--- src/include/gpc_defs.svh ---
/*
 Holds the offsets, field positions, reset values and timing counts of the
 third pin's control block. Assumes it is included by bare name.
*/
// How it works
// - Bit 15 direction: 0 output, 1 input; resets to input.
// - Bits 14:13 pull: 00 none, 01 down, 10 up, 11 reserved; reset 01.
// - Bit 12 clear: single edge, rising if polarity 1, falling if 0.
// - Bit 12 set: interrupt on both edges regardless of polarity.
// - Bit 11 supply: 0 digital buffer supply, 1 always-on supply; reset 0.
// - Bit 10 polarity: 0 inverts pin sense, 1 non-inverted; reset 1.
// - Bit 9 driver: 0 push-pull, 1 open drain; reset 0.
// - Bit 7 enable: 0 tri-states the pin, 1 normal; reset 0.
// - Bits 3:0 function, reset 0; input 0 debounced, 1 plain input.
// - Input codes 2,3,4: on/off, sleep/wake, debounced sleep/wake request.
// - Input codes 5,6,7: sleep request, power-on request, watchdog reset.
// - Input 8,9 voltage-scale inputs; 10,11 hardware enable inputs.
// - Input 12,13 hardware controls; 14,15 same with long debounce.
// - Output code 0 drives register level; code 1 drives slow clock.
// - Output 2,3,4: ON, SLEEP, state change; 5 to 7 reserved.
// - Output 10,11 drive first and second external power enables.
// - Output 12 system supply good; 13 converter power good.
// - Output 14 drives the external power clock.
// - Output 15 drives the auxiliary reset.
`ifndef GPC_DEFS_SVH
`define GPC_DEFS_SVH
`define GPC_ADDR_CTRL   16'h403A
`define GPC_ADDR_LEVEL  16'h4100
`define GPC_ADDR_STAT   16'h4101
`define GPC_B_DIR       15
`define GPC_B_PULL_HI   14
`define GPC_B_PULL_LO   13
`define GPC_B_BOTH      12
`define GPC_B_DOM       11
`define GPC_B_POL       10
`define GPC_B_OD        9
`define GPC_B_ENA       7
`define GPC_CTRL_RESET  16'hA400
`define GPC_CTRL_MASK   16'hFE8F
`define GPC_DEB_CYCLES  1000
`endif

--- src/include/gpc_pkg.sv ---
/*
 Types of the pin control block. Assumes nothing beyond the header.
*/
package gpc_pkg;
   typedef struct packed {
      logic [15:0] addr;
      logic [15:0] wdata;
      logic        wr;
      logic        rd;
   } gpc_bus_t;

   typedef struct packed {
      logic slow_clk;
      logic on_state;
      logic sleep_state;
      logic state_change;
      logic dvs_done_a;
      logic dvs_done_b;
      logic ext_en_a;
      logic ext_en_b;
      logic system_supply_good;
      logic converter_power_good;
      logic ext_pwr_clk;
      logic aux_reset;
   } gpc_src_t;

   typedef struct packed {
      logic on_off_req;
      logic sleep_wake_req;
      logic sleep_req;
      logic power_on_req;
      logic watchdog_reset;
      logic voltage_scale_input_a;
      logic voltage_scale_input_b;
      logic hw_enable_a;
      logic hw_enable_b;
      logic hw_control_a;
      logic hw_control_b;
      logic gpio_in;
   } gpc_func_t;

   typedef struct packed {
      logic       pad_o;
      logic       pad_oe;
      logic       pull_up;
      logic       pull_down;
      logic       supply_domain;
      logic       irq_event;
   } gpc_pad_t;
endpackage

--- src/gpc_pin3.sv ---
/*
 Third general-purpose pin of a power-management device: control register,
 input routing with optional long debounce, output function multiplexing.
 Assumes a single-cycle register port with read data one cycle later and
 that the pad cell resolves pulls and supply from the outputs given.
*/
`timescale 1ns/1ps
`include "gpc_defs.svh"

module gpc_pin3 #(
   parameter int DEB_CYCLES = `GPC_DEB_CYCLES
) (
   // Clock and reset
   input  wire logic               clock,
   input  wire logic               rst_n,
   // Register port
   input  wire gpc_pkg::gpc_bus_t  bus,
   output logic [15:0]             rdata,
   // Internal sources for output functions
   input  wire gpc_pkg::gpc_src_t  src,
   // Pad
   input  wire logic               pad_i,
   output gpc_pkg::gpc_pad_t       pad,
   // Routed input functions
   output gpc_pkg::gpc_func_t      func
);
   import gpc_pkg::*;

   typedef struct packed {
      logic [15:0] ctrl;
      logic        level;
      logic [15:0] rdata;
      logic        sync1;
      logic        sync2;
      logic        raw;
      logic        deb;
      logic [31:0] cnt;
      logic        prev;
      gpc_pad_t    pad;
      gpc_func_t   func;
   } gpc_state_t;

   gpc_state_t s_q;
   gpc_state_t s_d;

   // Long debounce applies to input codes 0, 4, 14 and 15.
   function automatic logic gpc_long_deb(input logic [3:0] fn);
      return (fn == 4'h0) || (fn == 4'h4) || (fn == 4'hE) || (fn == 4'hF);
   endfunction

   function automatic logic gpc_sel(input logic [3:0] fn,
                                    input logic [3:0] code);
      return fn == code;
   endfunction

   logic [3:0] fn;
   logic       is_in;
   logic       sense;
   logic       accepted;
   logic       out_lvl;

   always_comb begin
      s_d = s_q;
      fn = s_q.ctrl[3:0];
      is_in = s_q.ctrl[`GPC_B_DIR];

      if (bus.wr && bus.addr == `GPC_ADDR_CTRL) begin
         s_d.ctrl = bus.wdata & `GPC_CTRL_MASK;
      end
      if (bus.wr && bus.addr == `GPC_ADDR_LEVEL) begin
         s_d.level = bus.wdata[0];
      end
      s_d.rdata = 16'h0000;
      if (bus.rd) begin
         unique case (bus.addr)
            `GPC_ADDR_CTRL:  s_d.rdata = s_q.ctrl;
            `GPC_ADDR_LEVEL: s_d.rdata = {15'h0000, s_q.level};
            `GPC_ADDR_STAT:  s_d.rdata = {14'h0000, s_q.deb, s_q.sync2};
            default:         s_d.rdata = 16'h0000;
         endcase
      end

      s_d.sync1 = pad_i;
      s_d.sync2 = s_q.sync1;
      sense = s_q.ctrl[`GPC_B_POL] ? s_q.sync2 : ~s_q.sync2;
      s_d.raw = sense;

      if (s_q.raw != s_q.deb) begin
         if (s_q.cnt >= 32'(DEB_CYCLES - 1)) begin
            s_d.deb = s_q.raw;
            s_d.cnt = 32'h0000_0000;
         end else begin
            s_d.cnt = s_q.cnt + 32'h0000_0001;
         end
      end else begin
         s_d.cnt = 32'h0000_0000;
      end
      accepted = gpc_long_deb(fn) ? s_q.deb : s_q.raw;

      s_d.prev = accepted;
      s_d.pad.irq_event = (accepted != s_q.prev) &&
         (s_q.ctrl[`GPC_B_BOTH] || accepted);

      s_d.func = '0;
      if (is_in) begin
         s_d.func.gpio_in = (gpc_sel(fn, 4'h0) |
                             gpc_sel(fn, 4'h1)) & accepted;
         s_d.func.on_off_req     = gpc_sel(fn, 4'h2) & accepted;
         s_d.func.sleep_wake_req = (gpc_sel(fn, 4'h3) |
                                    gpc_sel(fn, 4'h4)) & accepted;
         s_d.func.sleep_req      = gpc_sel(fn, 4'h5) & accepted;
         s_d.func.power_on_req   = gpc_sel(fn, 4'h6) & accepted;
         s_d.func.watchdog_reset = gpc_sel(fn, 4'h7) & accepted;
         s_d.func.voltage_scale_input_a = gpc_sel(fn, 4'h8) & accepted;
         s_d.func.voltage_scale_input_b = gpc_sel(fn, 4'h9) & accepted;
         s_d.func.hw_enable_a = gpc_sel(fn, 4'hA) & accepted;
         s_d.func.hw_enable_b = gpc_sel(fn, 4'hB) & accepted;
         s_d.func.hw_control_a = (gpc_sel(fn, 4'hC) |
                                  gpc_sel(fn, 4'hE)) & accepted;
         s_d.func.hw_control_b = (gpc_sel(fn, 4'hD) |
                                  gpc_sel(fn, 4'hF)) & accepted;
      end

      unique case (fn)
         4'h0: out_lvl = s_q.level;
         4'h1: out_lvl = src.slow_clk;
         4'h2: out_lvl = src.on_state;
         4'h3: out_lvl = src.sleep_state;
         4'h4: out_lvl = src.state_change;
         4'h5, 4'h6, 4'h7: out_lvl = 1'b0;
         4'h8: out_lvl = src.dvs_done_a;
         4'h9: out_lvl = src.dvs_done_b;
         4'hA: out_lvl = src.ext_en_a;
         4'hB: out_lvl = src.ext_en_b;
         4'hC: out_lvl = src.system_supply_good;
         4'hD: out_lvl = src.converter_power_good;
         4'hE: out_lvl = src.ext_pwr_clk;
         4'hF: out_lvl = src.aux_reset;
      endcase
      if (s_q.ctrl[`GPC_B_POL] == 1'b0) begin
         out_lvl = ~out_lvl;
      end

      s_d.pad.pad_o = out_lvl;
      s_d.pad.pad_oe = 1'b0;
      if (s_q.ctrl[`GPC_B_OD]) begin
         s_d.pad.pad_o = 1'b0;
      end
      if (s_q.ctrl[`GPC_B_ENA] && !is_in) begin
         if (s_q.ctrl[`GPC_B_OD]) begin
            s_d.pad.pad_oe = ~out_lvl;
         end else begin
            s_d.pad.pad_oe = 1'b1;
         end
      end
      s_d.pad.pull_down = s_q.ctrl[14:13] == 2'b01;
      s_d.pad.pull_up   = s_q.ctrl[14:13] == 2'b10;
      s_d.pad.supply_domain = s_q.ctrl[`GPC_B_DOM];
   end

   always_ff @(posedge clock) begin
      if (!rst_n) begin
         s_q <= '0;
         s_q.ctrl <= `GPC_CTRL_RESET;
         s_q.pad.pull_down <= 1'b1;
      end else begin
         s_q <= s_d;
      end
   end

   assign rdata = s_q.rdata;
   assign pad   = s_q.pad;
   assign func  = s_q.func;
endmodule

--- config.mk ---
export PLATFORM = sky130hd
export DESIGN_NAME = gpc_pin3
export DESIGN_NICKNAME = d
export VERILOG_FILES = /design/src/include/gpc_pkg.sv /design/src/gpc_pin3.sv
export VERILOG_INCLUDE_DIRS = /design/src /design/src/include
export SDC_FILE = /design/constraint.sdc
export NUM_CORES = 1
export LEC_CHECK = 0
export ABC_CLOCK_PERIOD_IN_PS = 3250
export BUFFER_PORTS_ARGS = -buffer_cell sky130_fd_sc_hd__buf_2
export CAP_MARGIN = 10
export CORE_UTILIZATION = 56
export CTS_CLUSTER_SIZE = 30
export DETAILED_ROUTE_END_ITERATION = 8
export GPL_TIMING_DRIVEN = 0
export PLACE_DENSITY = 0.91
export RECOVER_POWER = 100
export SLEW_MARGIN = 20
export SYNTH_ARGS = -nofsm -noshare
export SYNTH_HDL_FRONTEND = slang
export SYNTH_SLANG_ARGS = --single-unit
--- constraint.sdc ---
create_clock -name clock -period 3.25 [get_ports clock]
set_clock_uncertainty 0.15 [all_clocks]
set_input_delay 0 -clock clock [delete_from_list [all_inputs] [get_ports clock]]
set_output_delay 0 -clock clock [all_outputs]
set_load 0.005 [all_outputs]
# --- Yosys cells after proc, flatten, opt, wreduce, memory -nomap -nowiden ---
# Cells that the tools add are included.
totals:
  out_inout_bits: 34
  input_bits: 49
  reg_bits: 84
classes:
  n_lt_le_gt_ge: 1
  muxes: 6
  n_eq_ne: 22
  n_reduce_logical: 17
  bitwise: 21
  addsub: 1
ops:
  columns: ["op", "n"]
  rows:
  - ["equality test 16 x 15 -> 1 bit, second input constant", 3]
  - ["case mux 16 bit (3 select lines)", 1]
  - ["adder 32 x 1 -> 32 bit, second input constant", 1]
  - ["equality test 4 bit, second input constant", 8]
  - [">= comparator 32 x 10 -> 1 bit, second input constant", 1]
  - ["equality test 4 x 3 -> 1 bit, second input constant", 4]
  - ["case mux 1 bit (14 select lines)", 1]
  - ["bitwise AND 1 bit", 12]
  - ["equality test 4 x 2 -> 1 bit, second input constant", 2]
  - ["AND reduction 2 bit", 4]
  - ["OR reduction 3 bit", 2]
  - ["inverter 1 bit", 5]
  - ["equality test 4 x 1 -> 1 bit, second input constant", 1]
  - ["logical AND 1 bit", 4]
  - ["logical NOT 4 bit", 1]
  - ["logical OR 1 bit", 4]
  - ["2-to-1 mux 1 bit", 4]
  - ["OR 1 bit", 4]
  - ["equality test 2 x 1 -> 1 bit, second input constant", 1]
  - ["equality test 2 bit, second input constant", 1]
  - ["!= test 1 bit", 2]
  - ["OR reduction 2 bit", 1]
  - ["logical NOT 1 bit", 1]

# --- Depth between registers and ports, before layout ---
logic_depth:
  depth_word: 7
  mapped_depth: 7
  depth_no_buf: 6

# --- Worst setup path before layout ---
# Ideal clock, no wire load.
synth_path:
  kind: "register to register"
  start: "reg s_q[19] (netlist bit)"
  end: "reg s_q[21] (netlist bit)"
  slack_ps: 1342
  t_arrival_ps: 1694
  path_stages_with_launch: 7
  n_path_buf: 1
  synth_period_minus_slack_ps: 1908
  required_ps: 3036
  cell_sequence: "dfxtp_1 -> ha_1 -> and2_4 -> o311a_1 -> or4_4 -> buf_6 -> nor2_1"
synth_between:
  elab_chain_cells: 2
  word_cells_on_any_way: 3
synth_lines:
  columns: ["item", "line", "text"]
  rows:
  - ["start, declared", "gpc_pin3.sv:43", "gpc_state_t s_q;"]
  - [">= comparator 32 x 10 -> 1 bit", "gpc_pin3.sv:89", "if (s_q.cnt >= 32'(DEB_CYCLES - 1)) begin"]
  - ["OR reduction 3 bit (no source line)", null, null]
# Parallel ways exist; a longest one is shown, timed or not.
# A chain may end at the register's enable or synchronous reset.

# --- Worst setup path in the final report ---
layout_path:
  start: "in bus[18] (netlist bit)"
  end: "reg s_q (netlist bit is_in)"
layout_between:
  elab_chain_cells: 2
layout_lines:
  columns: ["item", "line", "text"]
  rows:
  - ["start, declared", "gpc_pin3.sv:17", "input wire gpc_pkg::gpc_bus_t bus,"]
  - ["equality test 16 x 15 -> 1 bit", null, null]
  - ["logical AND 1 bit (no source line)", null, null]
# No other way between the ends.

==> run_results.csv <==
group,metric,value,unit
setup_path,path_buf_inv,4,
clock_network,worstSkewPairLatency,0.36,ns
cells_and_area,fin_util,77.9,%
logic_synthesis,yosys-top-cells-area,"dfxtp_1 (51%), buf_4 (8.6%), mux2i_1 (3.2%)",
setup_path,max_stage_delay,0.59,ns
floorplanning,die_x,76.8,um
setup_path,slowest_stage,"or4_1",
global_route,grt_usage,26.5,%
floorplanning,chipHeight,76.8,um
logic_synthesis,synth_compound_area_share,8.31,%
placed_design,placed_cells,486,
logic_synthesis,synth_top_area_share,51.1,%
routing,drc_errors,0,
run_status,status,"finished, final reports clean",
sta,fin_crit_sh,84.0,%
clock_network,cts.sinks,80,
routing,antenna_left,0,
logic_synthesis,synth_area,0.00313,mm^2
logic_synthesis,synthAdderAreaFrac,0.399,%
global_route,grt_pass1_wl,12000,um
floorplanning,start_util,59.8,%
placed_design,io_buffers,73,
setup_path,end_kind,"register",
setup_path,cp-start-kind,"primary input",
sta,final.setup.tns,0,ns
global_route,antenna_found_initial,0,
logic_synthesis,yosys.area.top_type,"dfxtp_1",
floorplanning,core,0.00524,mm^2
clock_network,cts_resized,0,
setup_path,crit_chain,"dlygate4sd3_1 -> clkbuf_1 -> or4_1 -> nor2_1 -> clkbuf_1 -> nand2_1 -> nand3_1 -> dlygate4sd3_1",
global_route,grt_overflow,0,
clock_network,cts_tree,"yes",
setup_path,worstPathRequired,3.41,ns
clock_network,clkTransAtPathRegs,0.09,ns
pwr,max-vdd-ir-drop,0.358,mV
setup_path,cp_max_fo,10,
setup_path,crit_type,"primary input to register",
logic_synthesis,synth-edff-count,0,
routing,drt_iter0_drc,138,
sta,max_freq,366,MHz
clock_network,cts-root-buf,"clkbuf_8",
logic_synthesis,ys.flop_type,"dfxtp_1",
logic_synthesis,yosysWarnings,0,
logic_synthesis,yosys.area_share.simple,22.4,%
clock_network,cts_htree_levels,3,
logic_synthesis,synthArstFlopShare,0,%
sta,fin_crit,2.73,ns
placed_design,gp_congestion,0.854,
logic_synthesis,syn_area_per_cell,9.85,um^2
placed_design,dp_hpwl,4530,um
pwr,p_per_area,446,mW/mm^2
sta,hold_viol_final,0,
logic_synthesis,seq_area_frac_synth,51.1,%
cells_and_area,fill_cells,349,
floorplanning,die_area,0.00590,mm^2
floorplanning,rows,26,
logic_synthesis,synth-xor-area-share,2.80,%
hold_path,hold_path.class,"primary input to register",
routing,routedWlPerCell,13.9,um
global_route,grt_pass1_vias,2598,
cells_and_area,area_growth,30.3,%
setup_path,cp_top_family,"buffers and inverters",
global_route,grt_max_degree,15,
logic_synthesis,synth_top_family_by_area,"simple AND/OR/NAND/NOR gates",
routing,dr.pass1.iters,4,
routing,wl,7370,um
clock_network,clockBufferDepth,2,
setup_path,cp.arrival,2.89,ns
job,cap_violations,0,
pwr,power.static_leakage,1.76,nW
sta,setup_viol,0,
cells_and_area,final_cells,529,
sta,maxSlewViolCount,0,
sta,hold_slack,0.0179,ns
clock_network,cts_buffers,9,
logic_synthesis,syn_inst,318,
routing,vias_per_cell,5.04,
logic_synthesis,ys_seq_elements,80,
logic_synthesis,netlist-cell-type-count,50,
routing,num_vias,2664,
sta,worst_slew_pin_slew,0.784,ns
floorplanning,ios,83,
cells_and_area,drive_above_1_share,27.9,%
cells_and_area,n_antenna_cell,0,
logic_synthesis,synthMuxAreaShare,3.19,%
sta,rsz0062_at_grt,"false",
cells_and_area,nets,504,
sta,slew-limit-headroom,47.7,%
cells in the mapped netlist, drive strengths merged, types with 2 or more instances:
library cell / instances
dfxtp: 80
buf: 42
nand2: 23
nor2: 23
and2: 14
nor4: 12
o21ai: 11
mux2i: 10
nor3: 9
clkbuf: 8
a21boi: 7
nand3: 7
nor2b: 7
nand4: 6
xor2: 6
and3: 5
inv: 5
nand2b: 5
a21oi: 4
nand3b: 4
xnor2: 4
nor4b: 3
o22ai: 2
or4: 2
path summary, 6_finish.rpt:
path	startpoint	end	slack, ns	cells past startpoint
worst min-delay path	bus[23]	rdata[0]	0.02	6
worst max-delay path	bus[18]	is_in	0.52	8
worst max register to register	fn[2]	func[6]	0.93	5
worst min register to register	s_q[19]	s_q[19]	0.30	1
per-stage QoR:
stage	area (um^2)	power, mW	setup slack, ns
finish	4080	1.82	0.520
global route	4080	1.88	0.393
CTS	4160	1.82	0.834
detailed placement	3680	1.08	1.24
global placement	3680	1.08	1.28
floorplan	3230	1.05	1.34
worst min-delay path: cells and delay by family:
family / cells / cell delay, ns
and+or+nand+nor: 4 / 0.27
AOI/OAI and AO/OA: 1 / 0.11
buffers and inverters: 1 / 0.09
what timing repair did:
| action | in CTS | in global routing |
|---|---|---|
| endpoints found under the hold margin | 28 | 0 |
| hold buffers | 27 | 0 |
| buffers inserted | 0 | 0 |
layout by cell type, fill, tap and decap left out, drive strengths merged, types with 2 or more instances in the layout:
cell type     n
a21boi        7
a21oi         4
and2         14
and3          5
buf          80
clkbuf       53
clkinv        4
conb         26
dfxtp        80
dlygate4sd3  27
inv           5
mux2i        10
nand2        23
nand2b        5
nand3         7
nand3b        4
nand4         6
nor2         23
nor2b         7
nor3          9
nor4         12
nor4b         3
o21ai        11
o22ai         2
or4           2
xnor2         4
xor2          6
kinds of logic after synthesis:
kind of cell	after synthesis
buf+inv	55
compound gates	36
other cells	1
mux	10
simple gates	125
fa+ha+maj	1
flops	80
xor+xnor	10
layer usage:
layer / global-route usage (%) / routed length [um] / vias to the layer above
li1: - / - / 1296
met1: 28.7 / 2980 / 1245
met2: 48.3 / 3800 / 108
met3: 7.02 / 421 / 15
met4: 11.3 / 171 / 0
met5: 0 / 0 / -
state kept, by name (all words and copies together), names as in the netlist:
signal,cells
func,12
s_d,2
rdata,12
fn,4
is_in,1
pad,6
s_q,43
cell type report:
type / instances / area [um^2] / share of cell area (%)
buffer: 50 / 324 / 7.94
sequential: 80 / 1600 / 39.2
timing repair buffer: 100 / 629 / 15.4
tap: 70 / 87.6 / 2.15
inverter: 5 / 18.8 / 0.460
clock inverter: 6 / 68.8 / 1.69
clock buffer: 10 / 138 / 3.37
multi-input combinational: 208 / 1210 / 29.7
where the power goes:
group	internal (mW)	switching, mW
Combinational	0.0455	0.0335
Clock	0.378	0.361
Sequential	0.996	0.00527
No activity file was read; power rests on OpenSTA's default activity.
